### src/verilog/cct_pkg.sv
package cct_pkg;
	localparam int          CCT_AW               = 4;
	localparam int          CCT_DW               = 8;
	// Register map (byte-wide registers, one per address)
	localparam logic [3:0]  CCT_ADDR_CTRL_TWO    = 4'h0;
	localparam logic [3:0]  CCT_ADDR_CTRL_ONE    = 4'h1;
	localparam logic [3:0]  CCT_ADDR_STATUS      = 4'h2;
	localparam logic [3:0]  CCT_ADDR_CAP1_HIGH   = 4'h3;
	localparam logic [3:0]  CCT_ADDR_CAP1_LOW    = 4'h4;
	localparam logic [3:0]  CCT_ADDR_CMP1_HIGH   = 4'h5;
	localparam logic [3:0]  CCT_ADDR_CMP1_LOW    = 4'h6;
	localparam logic [3:0]  CCT_ADDR_CNT_HIGH    = 4'h7;
	localparam logic [3:0]  CCT_ADDR_CNT_LOW     = 4'h8;
	localparam logic [3:0]  CCT_ADDR_ALT_HIGH    = 4'h9;
	localparam logic [3:0]  CCT_ADDR_ALT_LOW     = 4'hA;
	localparam logic [3:0]  CCT_ADDR_CMP2_HIGH   = 4'hB;
	localparam logic [3:0]  CCT_ADDR_CMP2_LOW    = 4'hC;
	localparam logic [3:0]  CCT_ADDR_CAP2_HIGH   = 4'hD;
	localparam logic [3:0]  CCT_ADDR_CAP2_LOW    = 4'hE;
	// Control one fields
	localparam int          CCT_C1_CAP_IE        = 7;
	localparam int          CCT_C1_CMP_IE        = 6;
	localparam int          CCT_C1_OVF_IE        = 5;
	localparam int          CCT_C1_FORCE_TWO     = 4;
	localparam int          CCT_C1_FORCE_ONE     = 3;
	localparam int          CCT_C1_LEVEL_TWO     = 2;
	localparam int          CCT_C1_EDGE_ONE      = 1;
	localparam int          CCT_C1_LEVEL_ONE     = 0;
	// Control two fields
	localparam int          CCT_C2_PIN_ONE_EN    = 7;
	localparam int          CCT_C2_PIN_TWO_EN    = 6;
	localparam int          CCT_C2_SINGLE_PULSE  = 5;
	localparam int          CCT_C2_MODULATION    = 4;
	localparam int          CCT_C2_CLK_SEL_HI    = 3;
	localparam int          CCT_C2_CLK_SEL_LO    = 2;
	localparam int          CCT_C2_EDGE_TWO      = 1;
	localparam int          CCT_C2_EXT_EDGE      = 0;
	// Flag vector positions; status bits 7:3 carry the vector, 2:0 read zero
	localparam int          CCT_F_CAP_ONE        = 4;
	localparam int          CCT_F_CMP_ONE        = 3;
	localparam int          CCT_F_OVF            = 2;
	localparam int          CCT_F_CAP_TWO        = 1;
	localparam int          CCT_F_CMP_TWO        = 0;
	// Reset and reload values
	localparam logic [7:0]  CCT_CTRL_RESET       = 8'h00;
	localparam logic [7:0]  CCT_CMP_HIGH_RESET   = 8'h80;
	localparam logic [7:0]  CCT_CMP_LOW_RESET    = 8'h00;
	localparam logic [15:0] CCT_CNT_RESET        = 16'hFFFC;
	localparam logic [15:0] CCT_PULSE_CAPTURE    = 16'hFFFD;
	localparam logic [15:0] CCT_CNT_MAX          = 16'hFFFF;

	typedef enum logic [1:0] {
		CCT_CLK_DIV4 = 2'b00,
		CCT_CLK_DIV2 = 2'b01,
		CCT_CLK_DIV8 = 2'b10,
		CCT_CLK_EXT  = 2'b11
	} cct_clk_sel_t;
endpackage : cct_pkg

### src/verilog/cct_timer.sv
// Overview of operation
// - In wait the timer runs on; its interrupt wakes wait but never halt.
// - Halt freezes counter and registers; interrupt wake resumes, reset restarts.
// - Capture edge during halt arms; on interrupt exit flag sets, counter latched.
// - One interrupt line: flag and enable set and CPU mask clear.
// - Capture interrupt enable requests on either capture flag.
// - Compare interrupt enable requests on either compare flag.
// - Overflow interrupt enable requests on the overflow flag.
// - Outside pulse modes, force bit drives its level bit onto enabled compare pin without match.
// - Compare-two match drives level two on pin two; pin one in modulation mode; neither pin in single-pulse.
// - Compare-one match drives level one onto enabled compare pin one.
// - Edge-select per capture input: 0 falling, 1 rising.
// - Pin enables route pins and gate pin level latching; compare logic and flags keep working.
// - Single-pulse mode: capture-one edge starts pulse, length from compare one.
// - Modulation mode: compare one sets pulse length, compare two sets period.
// - Clock select: 00 div4, 01 div2, 10 div8, 11 external pin.
// - External select without external pin stops the counter.
// - External edge bit picks falling (0) or rising (1) counting transition.
// - Status is read-only, resets to zero, low three bits read zero.
// - Capture flag one sets on edge or modulation period; cleared status-then-low.
// - Compare flags set on equality outside modulation (flag one not in single-pulse either); cleared by status read then low access.
// - Overflow flag sets on wrap; only counter low access clears, not alternate.
// - Capture flag two sets on edge, latching counter; status-then-low clears.
// - Counter resets to FFFC; writing counter low byte resets it too.
// - Modulation compare-two match reloads counter to FFFC.
// - Single-pulse trigger loads FFFC, drives level two, sets flag, captures FFFD.
// - Compare high-byte write inhibits compare until low byte written.
//
// The strobed register port and the register addresses were left to the implementer.
`timescale 1ns/1ps
module cct_timer #(
	parameter bit HAS_EXT_PIN = 1'b1
) (
	input  wire logic                      clock,
	input  wire logic                      rst,
	// Register port
	input  wire logic [cct_pkg::CCT_AW-1:0] reg_addr,
	input  wire logic [cct_pkg::CCT_DW-1:0] reg_wdata,
	input  wire logic                      reg_wr,
	input  wire logic                      reg_rd,
	output logic      [cct_pkg::CCT_DW-1:0] reg_rdata,
	// CPU state
	input  wire logic                      cpu_wait,
	input  wire logic                      cpu_halt,
	input  wire logic                      cpu_int_mask,
	output logic                           timer_irq,
	// Pins
	input  wire logic                      capture_input_one,
	input  wire logic                      capture_input_two,
	input  wire logic                      external_count_pin,
	output logic                           compare_output_one,
	output logic                           compare_output_one_oe,
	output logic                           compare_output_two,
	output logic                           compare_output_two_oe
);
	import cct_pkg::*;

	function automatic logic edge_seen(input logic cur, input logic prev, input logic rising);
		edge_seen = rising ? (cur & ~prev) : (~cur & prev);
	endfunction : edge_seen

	logic [7:0]  cr1_q,      cr1_d;
	logic [7:0]  cr2_q,      cr2_d;
	logic [15:0] cnt_q,      cnt_d;
	logic [15:0] oc1_q,      oc1_d;
	logic [15:0] oc2_q,      oc2_d;
	logic [15:0] ic1_q,      ic1_d;
	logic [15:0] ic2_q,      ic2_d;
	logic [4:0]  flags_q,    flags_d;
	logic [4:0]  arm_q,      arm_d;
	logic        inh1_q,     inh1_d;
	logic        inh2_q,     inh2_d;
	logic [2:0]  pre_q,      pre_d;
	logic        ext_prev_q, ext_prev_d;
	logic        cap1_prev_q, cap1_prev_d;
	logic        cap2_prev_q, cap2_prev_d;
	logic        halt_arm1_q, halt_arm1_d;
	logic        halt_arm2_q, halt_arm2_d;
	logic        halt_prev_q, halt_prev_d;
	logic        out1_q,     out1_d;
	logic        out2_q,     out2_d;
	logic        irq_q,      irq_d;
	logic [7:0]  rdata_q,    rdata_d;

	cct_clk_sel_t clk_sel;
	logic        pwm_on;
	logic        opm_on;
	logic        pe1;
	logic        pe2;
	logic        lvl1;
	logic        lvl2;
	logic        tick;
	logic        m1;
	logic        m2;
	logic        cap1_edge;
	logic        cap2_edge;
	logic        opm_trig;
	logic        halt_exit;
	logic        cnt_wr;
	logic [4:0]  low_acc;
	logic [4:0]  flag_set;

	assign clk_sel = cct_clk_sel_t'(cr2_q[CCT_C2_CLK_SEL_HI:CCT_C2_CLK_SEL_LO]);
	// Modulation overrides single-pulse when both are set
	assign pwm_on  = cr2_q[CCT_C2_MODULATION];
	assign opm_on  = cr2_q[CCT_C2_SINGLE_PULSE] & ~pwm_on;
	assign pe1     = cr2_q[CCT_C2_PIN_ONE_EN];
	assign pe2     = cr2_q[CCT_C2_PIN_TWO_EN];
	assign lvl1    = cr1_q[CCT_C1_LEVEL_ONE];
	assign lvl2    = cr1_q[CCT_C1_LEVEL_TWO];
	assign halt_exit = halt_prev_q & ~cpu_halt;
	assign cnt_wr  = reg_wr & ((reg_addr == CCT_ADDR_CNT_LOW) | (reg_addr == CCT_ADDR_ALT_LOW));
	assign cap1_edge = edge_seen(capture_input_one, cap1_prev_q,
		cr1_q[CCT_C1_EDGE_ONE]);
	assign cap2_edge = edge_seen(capture_input_two, cap2_prev_q,
		cr2_q[CCT_C2_EDGE_TWO]);
	assign opm_trig  = opm_on & cap1_edge & ~cpu_halt;

	// Timer tick from prescaler or external pin; nothing ticks in halt
	always_comb
	begin
		case (clk_sel)
			CCT_CLK_DIV4: tick = (pre_q[1:0] == 2'b11);
			CCT_CLK_DIV2: tick = pre_q[0];
			CCT_CLK_DIV8: tick = (pre_q == 3'b111);
			CCT_CLK_EXT:  tick = HAS_EXT_PIN & edge_seen(external_count_pin, ext_prev_q,
				cr2_q[CCT_C2_EXT_EDGE]);
			default:      tick = 1'b0;
		endcase
		tick = tick & ~cpu_halt;
	end

	// Full 16-bit compares, gated by the high-byte inhibit
	assign m1 = tick & (cnt_q == oc1_q) & ~inh1_q;
	assign m2 = tick & (cnt_q == oc2_q) & ~inh2_q;

	always_comb
	begin
		low_acc[CCT_F_CAP_ONE] = (reg_rd | reg_wr) & (reg_addr == CCT_ADDR_CAP1_LOW);
		low_acc[CCT_F_CMP_ONE] = (reg_rd | reg_wr) & (reg_addr == CCT_ADDR_CMP1_LOW);
		low_acc[CCT_F_OVF]     = (reg_rd | reg_wr) & (reg_addr == CCT_ADDR_CNT_LOW);
		low_acc[CCT_F_CAP_TWO] = (reg_rd | reg_wr) & (reg_addr == CCT_ADDR_CAP2_LOW);
		low_acc[CCT_F_CMP_TWO] = (reg_rd | reg_wr) & (reg_addr == CCT_ADDR_CMP2_LOW);
		flag_set[CCT_F_CAP_ONE] = (cap1_edge & ~opm_on & ~pwm_on & ~cpu_halt)
			| (halt_exit & halt_arm1_q) | (pwm_on & m2) | opm_trig;
		flag_set[CCT_F_CMP_ONE] = m1 & ~opm_on & ~pwm_on;
		flag_set[CCT_F_OVF]     = tick & (cnt_q == CCT_CNT_MAX) & ~(pwm_on & m2);
		flag_set[CCT_F_CAP_TWO] = (cap2_edge & ~cpu_halt) | (halt_exit & halt_arm2_q);
		flag_set[CCT_F_CMP_TWO] = m2 & ~pwm_on;
	end

	// Next-state logic for the whole timer
	always_comb
	begin
		cr1_d       = cr1_q;
		cr2_d       = cr2_q;
		oc1_d       = oc1_q;
		oc2_d       = oc2_q;
		ic1_d       = ic1_q;
		ic2_d       = ic2_q;
		inh1_d      = inh1_q;
		inh2_d      = inh2_q;
		out1_d      = out1_q;
		out2_d      = out2_q;
		pre_d       = cpu_halt ? pre_q : pre_q + 3'h1;
		ext_prev_d  = external_count_pin;
		cap1_prev_d = capture_input_one;
		cap2_prev_d = capture_input_two;
		halt_prev_d = cpu_halt;
		halt_arm1_d = halt_arm1_q;
		halt_arm2_d = halt_arm2_q;

		// Software writes
		if (reg_wr)
		begin
			case (reg_addr)
				CCT_ADDR_CTRL_ONE: cr1_d = reg_wdata;
				CCT_ADDR_CTRL_TWO: cr2_d = reg_wdata;
				CCT_ADDR_CMP1_HIGH:
				begin
					oc1_d[15:8] = reg_wdata;
					inh1_d      = 1'b1;
				end
				CCT_ADDR_CMP1_LOW:
				begin
					oc1_d[7:0] = reg_wdata;
					inh1_d     = 1'b0;
				end
				CCT_ADDR_CMP2_HIGH:
				begin
					oc2_d[15:8] = reg_wdata;
					inh2_d      = 1'b1;
				end
				CCT_ADDR_CMP2_LOW:
				begin
					oc2_d[7:0] = reg_wdata;
					inh2_d     = 1'b0;
				end
				default: ;
			endcase
		end

		// Counter: software reset, period reloads, then ticks
		if (cnt_wr)
			cnt_d = CCT_CNT_RESET;
		else if (pwm_on & m2)
			cnt_d = CCT_CNT_RESET;
		else if (opm_trig)
			cnt_d = CCT_CNT_RESET;
		else if (tick)
			cnt_d = cnt_q + 16'h0001;
		else
			cnt_d = cnt_q;

		// Captures; edges in halt only arm until the wake
		if (opm_trig)
			ic1_d = CCT_PULSE_CAPTURE;
		else if (cap1_edge & ~opm_on & ~pwm_on)
		begin
			if (cpu_halt)
				halt_arm1_d = 1'b1;
			else
				ic1_d = cnt_q;
		end
		if (halt_exit & halt_arm1_q)
		begin
			ic1_d       = cnt_q;
			halt_arm1_d = 1'b0;
		end
		if (cap2_edge)
		begin
			if (cpu_halt)
				halt_arm2_d = 1'b1;
			else
				ic2_d = cnt_q;
		end
		if (halt_exit & halt_arm2_q)
		begin
			ic2_d       = cnt_q;
			halt_arm2_d = 1'b0;
		end

		// Compare pin levels, latched only while the pin is enabled
		if (pwm_on)
		begin
			if (pe1 & m2)
				out1_d = lvl2;
			else if (pe1 & m1)
				out1_d = lvl1;
		end
		else if (opm_on)
		begin
			if (pe1 & opm_trig)
				out1_d = lvl2;
			else if (pe1 & m1)
				out1_d = lvl1;
		end
		else
		begin
			if (pe1 & (cr1_q[CCT_C1_FORCE_ONE] | m1))
				out1_d = lvl1;
			if (pe2 & (cr1_q[CCT_C1_FORCE_TWO] | m2))
				out2_d = lvl2;
		end

		// Flags: status read arms the clear, low-byte access clears, set wins
		arm_d   = (reg_rd & (reg_addr == CCT_ADDR_STATUS)) ? flags_q : (arm_q & ~low_acc);
		flags_d = flag_set | (flags_q & ~(arm_q & low_acc));

		// One shared request; never raised in halt
		irq_d = ~cpu_int_mask & ~cpu_halt & (
			(cr1_q[CCT_C1_CAP_IE] & (flags_q[CCT_F_CAP_ONE] | flags_q[CCT_F_CAP_TWO]))
			| (cr1_q[CCT_C1_CMP_IE] & (flags_q[CCT_F_CMP_ONE] | flags_q[CCT_F_CMP_TWO]))
			| (cr1_q[CCT_C1_OVF_IE] & flags_q[CCT_F_OVF]));

		// Read data, valid the cycle after the strobe
		rdata_d = 8'h00;
		if (reg_rd)
		begin
			case (reg_addr)
				CCT_ADDR_CTRL_ONE:  rdata_d = cr1_q;
				CCT_ADDR_CTRL_TWO:  rdata_d = cr2_q;
				CCT_ADDR_STATUS:    rdata_d = {flags_q, 3'b000};
				CCT_ADDR_CAP1_HIGH: rdata_d = ic1_q[15:8];
				CCT_ADDR_CAP1_LOW:  rdata_d = ic1_q[7:0];
				CCT_ADDR_CMP1_HIGH: rdata_d = oc1_q[15:8];
				CCT_ADDR_CMP1_LOW:  rdata_d = oc1_q[7:0];
				CCT_ADDR_CNT_HIGH:  rdata_d = cnt_q[15:8];
				CCT_ADDR_CNT_LOW:   rdata_d = cnt_q[7:0];
				CCT_ADDR_ALT_HIGH:  rdata_d = cnt_q[15:8];
				CCT_ADDR_ALT_LOW:   rdata_d = cnt_q[7:0];
				CCT_ADDR_CMP2_HIGH: rdata_d = oc2_q[15:8];
				CCT_ADDR_CMP2_LOW:  rdata_d = oc2_q[7:0];
				CCT_ADDR_CAP2_HIGH: rdata_d = ic2_q[15:8];
				CCT_ADDR_CAP2_LOW:  rdata_d = ic2_q[7:0];
				default:            rdata_d = 8'h00;
			endcase
		end
	end

	always_ff @(posedge clock or posedge rst)
	begin
		if (rst)
		begin
			cr1_q       <= CCT_CTRL_RESET;
			cr2_q       <= CCT_CTRL_RESET;
			cnt_q       <= CCT_CNT_RESET;
			oc1_q       <= {CCT_CMP_HIGH_RESET, CCT_CMP_LOW_RESET};
			oc2_q       <= {CCT_CMP_HIGH_RESET, CCT_CMP_LOW_RESET};
			ic1_q       <= 16'h0000;
			ic2_q       <= 16'h0000;
			flags_q     <= 5'h00;
			arm_q       <= 5'h00;
			inh1_q      <= 1'b0;
			inh2_q      <= 1'b0;
			pre_q       <= 3'h0;
			ext_prev_q  <= 1'b0;
			cap1_prev_q <= 1'b0;
			cap2_prev_q <= 1'b0;
			halt_arm1_q <= 1'b0;
			halt_arm2_q <= 1'b0;
			halt_prev_q <= 1'b0;
			out1_q      <= 1'b0;
			out2_q      <= 1'b0;
			irq_q       <= 1'b0;
			rdata_q     <= 8'h00;
		end
		else
		begin
			cr1_q       <= cr1_d;
			cr2_q       <= cr2_d;
			cnt_q       <= cnt_d;
			oc1_q       <= oc1_d;
			oc2_q       <= oc2_d;
			ic1_q       <= ic1_d;
			ic2_q       <= ic2_d;
			flags_q     <= flags_d;
			arm_q       <= arm_d;
			inh1_q      <= inh1_d;
			inh2_q      <= inh2_d;
			pre_q       <= pre_d;
			ext_prev_q  <= ext_prev_d;
			cap1_prev_q <= cap1_prev_d;
			cap2_prev_q <= cap2_prev_d;
			halt_arm1_q <= halt_arm1_d;
			halt_arm2_q <= halt_arm2_d;
			halt_prev_q <= halt_prev_d;
			out1_q      <= out1_d;
			out2_q      <= out2_d;
			irq_q       <= irq_d;
			rdata_q     <= rdata_d;
		end
	end

	assign reg_rdata             = rdata_q;
	assign timer_irq             = irq_q;
	assign compare_output_one    = out1_q;
	assign compare_output_two    = out2_q;
	// Pin enables steer the pins and also gate their level latches
	assign compare_output_one_oe = pe1;
	assign compare_output_two_oe = pe2;
endmodule : cct_timer

### config.mk
export PLATFORM = sky130hd
export DESIGN_NAME = cct_timer
export DESIGN_NICKNAME = d
export VERILOG_FILES = /design/src/verilog/cct_pkg.sv /design/src/verilog/cct_timer.sv
export SDC_FILE = /design/constraint.sdc
export NUM_CORES = 1
export LEC_CHECK = 0
export ABC_AREA = 1
export BUFFER_PORTS_ARGS = -buffer_cell sky130_fd_sc_hd__buf_2
export CAP_MARGIN = 20
export CORE_MARGIN = 3
export CORE_UTILIZATION = 35
export CTS_CLUSTER_SIZE = 16
export DETAILED_ROUTE_END_ITERATION = 16
export GPL_TIMING_DRIVEN = 0
export PLACE_DENSITY = 0.63
export SETUP_SLACK_MARGIN = 0.5
export SLEW_MARGIN = 20
export SYNTH_ARGS = -nofsm -noshare
export SYNTH_HDL_FRONTEND = slang
export SYNTH_SLANG_ARGS = --single-unit
### constraint.sdc
create_clock -name clock -period 3.93 [get_ports clock]
set_input_delay 0.393 -clock clock [delete_from_list [all_inputs] [get_ports clock]]
set_output_delay 0.393 -clock clock [all_outputs]
set_load 0.05 [all_outputs]
* Yosys cells after proc, flatten, opt, wreduce, memory -nomap -nowiden
Index checks and enable logic that the tools add are counted.
** Word-level totals
- Flip-flop bits (word level) :: 128
- Output and inout port bits :: 13
- Word-level logic and storage cells :: 183
** Operators by class
- $add $sub $neg :: 2
- Equal/unequal tests :: 25
- Muxes and demuxes :: 31
- Bitwise logic cells :: 75
- Reductions and logical operators :: 26
** Operators by type and width (count)
- 16-bit 2-to-1 mux :: 10
- 8-bit case mux with 13 select lines :: 1
- 1-bit bitwise AND :: 44
- 16-bit == test :: 2
- 4-bit == test (second input constant) :: 7
- 2-bit AND reduction :: 11
- 16-bit by 1-bit adder with 16-bit output (second input constant) :: 1
- 16-bit == test (second input constant) :: 1
- 4-bit by 3-bit == test with 1-bit output (second input constant) :: 4
- 5-bit bitwise AND :: 3
- 1-bit 2-to-1 mux :: 15
- 1-bit NOT :: 13
- 1-bit bitwise OR :: 12
- 2-bit nonzero test :: 6
- 5-bit NOT :: 2
- 4-bit by 2-bit == test with 1-bit output (second input constant) :: 2
- 8-bit 2-to-1 mux :: 1
- 2-bit == test (second input constant) :: 3
- 3-bit AND reduction :: 2
- 3-bit nonzero test :: 2
- 5-bit 2-to-1 mux :: 1
- 5-bit bitwise OR :: 1
- 4-bit by 1-bit == test with 1-bit output (second input constant) :: 1
- 4-bit logical NOT :: 1
- 10 further kinds :: 13

* Logic depth before layout (Yosys ltp)
- Depth in word-level cells :: 12
- Gate-level depth with buffers :: 15
- Mapped depth without buffers :: 15

* Worst setup path before layout
Ideal clock, no wire load.
- Kind :: register to register
- Start point :: register pre_q[0]
- End point :: register flags_q[2]
- Library setup time :: 0.065 ns
- Arrival :: 1.644 ns
- Slack :: 2.221 ns
- Stages on the path, launching flop included :: 13
- Path buffers :: 0
- Clock period less this slack :: 1.709 ns
- Cell sequence :: dfrtp_1 > ha_1 > ha_1 > nand2_1 > nand3_1 > nand2_1 > a21oi_4 > inv_2 > nor2_2 > nand2_2 > nor4_4 > nand3_1 > nand2_1
** On the way
- Longest elaborated chain between the ends :: 9
- Elaborated cells between the ends (all ways) :: 11
** Ends and longest elaborated chain
- start, declared :: line cct_timer.sv:73 : logic [2:0] pre_q, pre_d;
- start signal, assigned :: line cct_timer.sv:341 : pre_q <= pre_d;
- 3-bit == test / 2-bit == test (equally long branches) :: line cct_timer.sv:125, cct_timer.sv:123
- 1-bit case mux with 4 select lines * :: line cct_timer.sv:122 : case (clk_sel)
- 1-bit bitwise AND * :: line cct_timer.sv:130 : tick = tick & ~cpu_halt;
- 1-bit bitwise AND (2 in series) :: line cct_timer.sv:135 : assign m2 = tick & (cnt_q == oc2_q) & ~inh2_q;
- 1-bit bitwise AND :: line cct_timer.sv:147 : flag_set[CCT_F_OVF] = tick & (cnt_q == CCT_CNT_MAX) & ~(pwm_on & m2);
- 1-bit NOT :: line cct_timer.sv:147
- 1-bit bitwise AND * :: line cct_timer.sv:147
- 5-bit bitwise OR * :: line cct_timer.sv:268 : flags_d = flag_set | (flags_q & ~(arm_q & low_acc));
- named net flags_d[2] :: line cct_timer.sv:69 : logic [4:0] flags_q, flags_d;
- end signal, assigned :: line cct_timer.sv:337 : flags_q <= flags_d;
- end, declared :: line cct_timer.sv:69
Mark *: on every way through the listed nets, which the timed path passes. The rest lies on a longest branch.
A chain may end at the register's enable or synchronous reset.

* Worst setup path after layout
Same ends and word-level chain as after synthesis.

==> flow_metrics.env <==
export IMPL_status="finished, final reports clean"
export IMPL_p_int_uw=3370
export IMPL_cts_clk_slew_worst_paths_ns=0.06
export IMPL_htree_levels=4
export IMPL_synth_seq_area_share_pct=50.6
export IMPL_cp_max_fo=10
export IMPL_r2r_slack_ns=1.58
export IMPL_clkPwrFrac_pct=33.9
export IMPL_drv_cap=0
export IMPL_finClkSkew_ns=0.00808
export IMPL_netlist_area_leader_share_pct=44.0
export IMPL_synth_distinct_cells=46
export IMPL_die_area_um2=19800
export IMPL_period_share_pct=59.8
export IMPL_grt_pass1_vias=5487
export IMPL_n_antenna_cell=0
export IMPL_fmax_ghz=0.425
export IMPL_cts_tree="built"
export IMPL_synthAdderAreaFrac_pct=0.590
export IMPL_via_per_inst=5.31
export IMPL_port_buffers=33
export IMPL_p_sw_share_pct=36.0
export IMPL_worst_pin_slew_ns=0.617
export IMPL_drive_gt1_share_pct=14.0
export IMPL_nets=868
export IMPL_rows=48
export IMPL_clk_latency_ns=0.42
export IMPL_dp_hpwl_mm=15.1
export IMPL_fin_crit_ns=2.35
export IMPL_setup_tns_final_ns=0
export IMPL_grt_pass1_wl_mm=32.0
export IMPL_rsz0062_at_grt="no"
export IMPL_synth_flop_cell="dfrtp_1"
export IMPL_hold_path_class="input port to async pin"
export IMPL_synth_simple_area_share_pct=22.7
export IMPL_yosys_warnings=0
export IMPL_grt_start_max_net_pins=32
export IMPL_critPathKind="flip-flop to flip-flop"
export IMPL_startpoint_type="flip-flop"
export IMPL_antenna_found_initial=0
export IMPL_synth_mux_area_share_pct=0
export IMPL_synth_top_family_by_area="simple AND/OR/NAND/NOR gates"
export IMPL_holdBufCountCts=0
export IMPL_cp_arrival_ns=2.71
export IMPL_synthToLayoutAreaGrowth_pct=18.8
export IMPL_synth_edf_count=0
export IMPL_worstPathRequired_ns=4.28
export IMPL_p_leak_uw=0.00360
export IMPL_peakVddDrop_uv=342
export IMPL_drt_iter0_drc=594
export IMPL_synth_fp_nets=812
export IMPL_power_frac_seq_pct=39.6
export IMPL_utilization_pct=43.1
export IMPL_cts_setup_buffers=0
export IMPL_start_util_pct=36.3
export IMPL_ys_seq_elements=128
export IMPL_gp_congestion=0.917
export IMPL_synth_compound_area_share_pct=16.9
export IMPL_syn_area_um2=6370
export IMPL_final_antenna_net_count=0
export IMPL_fp_dieH_um=141
export IMPL_num_vias=5744
export IMPL_p_sw_uw=1900
export IMPL_synthArstFlopShare_pct=100
export IMPL_cp_end_kind="flip-flop"
export IMPL_grt_usage_pct=21.4
export IMPL_pwr_share_comb_pct=26.5
export IMPL_synth_cells=787
export IMPL_routed_wl_mm=20.6
export IMPL_yosysTopAreaCell="dfrtp_1"
export IMPL_core_area_um2=17500
export IMPL_clk_path_buf_depth=2
export IMPL_grt_overflow_total=0
export IMPL_drt_pre_antenna_iters=5
export IMPL_fill_cells=1765
export IMPL_avgSynthCellArea_um2=8.09
export IMPL_clockRootBuffer="clkbuf_16"
export IMPL_ys_top_cells_by_count="212 x nand2_1, 112 x dfrtp_1, 97 x inv_1, 91 x o21ai_0, 53 x nor2_1"
export IMPL_hold_viol=0
export IMPL_max_slew_margin_rel_pct=58.9
export IMPL_power_density_nw_per_um2=696
export IMPL_ctsResizeCount=0
export IMPL_synth_most_common_cell="nand2_1"
export IMPL_die_w_um=141
export IMPL_pin_count=35
export IMPL_synth_area_leaders="dfrtp_1 44%, nand2_1 13%, o21ai_0 7.2%, dfstp_2 6.6%, inv_1 5.7%"
export IMPL_synth_xor_area_share_pct=1.51
export IMPL_finalSetupViolCount=0
export IMPL_numCtsBuffers=17
export IMPL_avgRoutedWirePerCell_um=19.0
export IMPL_drc=0
export IMPL_slew_viol_final=0
export IMPL_cts_sinks=128
sequential cells by signal, indices dropped and copies added (netlist names):
| name | count |
|---|---|
| pre_q | 3 |
| cap1_prev_q | 1 |
| ic1_q | 16 |
| inh1_q | 1 |
| ic2_q | 16 |
| cr1_q | 8 |
| inh2_q | 1 |
| oc2_q | 16 |
| cap2_prev_q | 1 |
| cr2_q | 8 |
| halt_arm1_q | 1 |
| halt_arm2_q | 1 |
| flags_q | 5 |
| arm_q | 5 |
| compare_output_one | 1 |
| reg_rdata | 8 |
| cnt_q | 16 |
| ext_prev_q | 1 |
| compare_output_two | 1 |
| halt_prev_q | 1 |
| oc1_q | 16 |
| timer_irq | 1 |
area by class of cell:
| type | count | area (um^2) | area share, % |
|---|---|---|---|
| Buffer | 16 | 77.6 | 1.03 |
| Clock buffer | 21 | 450 | 5.95 |
| Clock inverter | 11 | 210 | 2.78 |
| Inverter | 110 | 417 | 5.51 |
| Multi-Input combinational cell | 533 | 2650 | 35.1 |
| Sequential cell | 128 | 3220 | 42.6 |
| Tap cell | 225 | 282 | 3.72 |
| Timing Repair Buffer | 37 | 253 | 3.34 |
cell families after synthesis:
kind of cell | Yosys count
simple gates | 336
compound gates | 183
flops | 128
buf+inv | 126
xor+xnor | 11
fa+ha+maj | 3
placed cells by master (no fill, tap or decap), types with 10 or more instances in the layout:
master,instances
clkbuf_1,10
dfstp_2,16
o21ai_0,91
dfrtp_1,112
buf_2,40
a221oi_1,14
nand2_1,212
o22ai_1,14
clkbuf_16,17
a21oi_1,31
nand3_1,35
inv_1,96
nor2_1,53
critical path, stage by stage, from the launching register on:
cell     delay [ns]
dfrtp_1        0.40
ha_1           0.21
ha_1           0.16
nand2_1        0.05
nand3_1        0.08
nand2_1        0.08
a21oi_4        0.38
inv_2          0.18
nor2_2         0.13
nand2_2        0.10
nor4_4         0.20
nand3_1        0.22
nand2_1        0.10
per-stage QoR:
step	power [uW]	hold WS (ns)	instance area (um^2)	worst slack (ns)	cells
3_3_place_gp	3420	0.466	6820	1.09	1045
5_1_grt	5560	0.0446	7560	1.43	1081
3_5_place_dp	3460	0.471	6900	1.69	1049
2_1_floorplan	2950	0.424	6370	1.97	787
4_1_cts	5270	0.0238	7560	1.64	1081
6_report	5270	0.0155	7560	1.58	1081
layer usage:
metal	global-route usage (%)	share of wire [%]	vias up
li1	-	-	2717
met1	30.4	45	2761
met2	31.2	44	234
met3	6.34	8.5	32
met4	7.24	2.3	0
met5	0	0	-
power groups by stage:
stage / Sequential [uW] / Combinational (uW) / Clock (uW)
2_1_floorplan: 2060 / 890 / 0
3_3_place_gp: 2080 / 1340 / 0
3_5_place_dp: 2090 / 1370 / 0
4_1_cts: 2070 / 1380 / 1810
5_1_grt: 2120 / 1570 / 1870
6_report: 2080 / 1400 / 1790
worst paths after layout:
kind	startpoint	endpoint	cells past startpoint
worst min register to register	cr2_q[2]	cr2_q[2]	2
worst max-delay path	pre_q[0]	flags_q[2]	12
worst max register to register	pre_q[0]	flags_q[2]	12
max in group asynchronous	rst	cnt_q[7]	4
worst min-delay path	rst	cap2_prev_q	2
min in group clock	capture_input_two	cap2_prev_q	1
(Power assumes the default switching activity.)
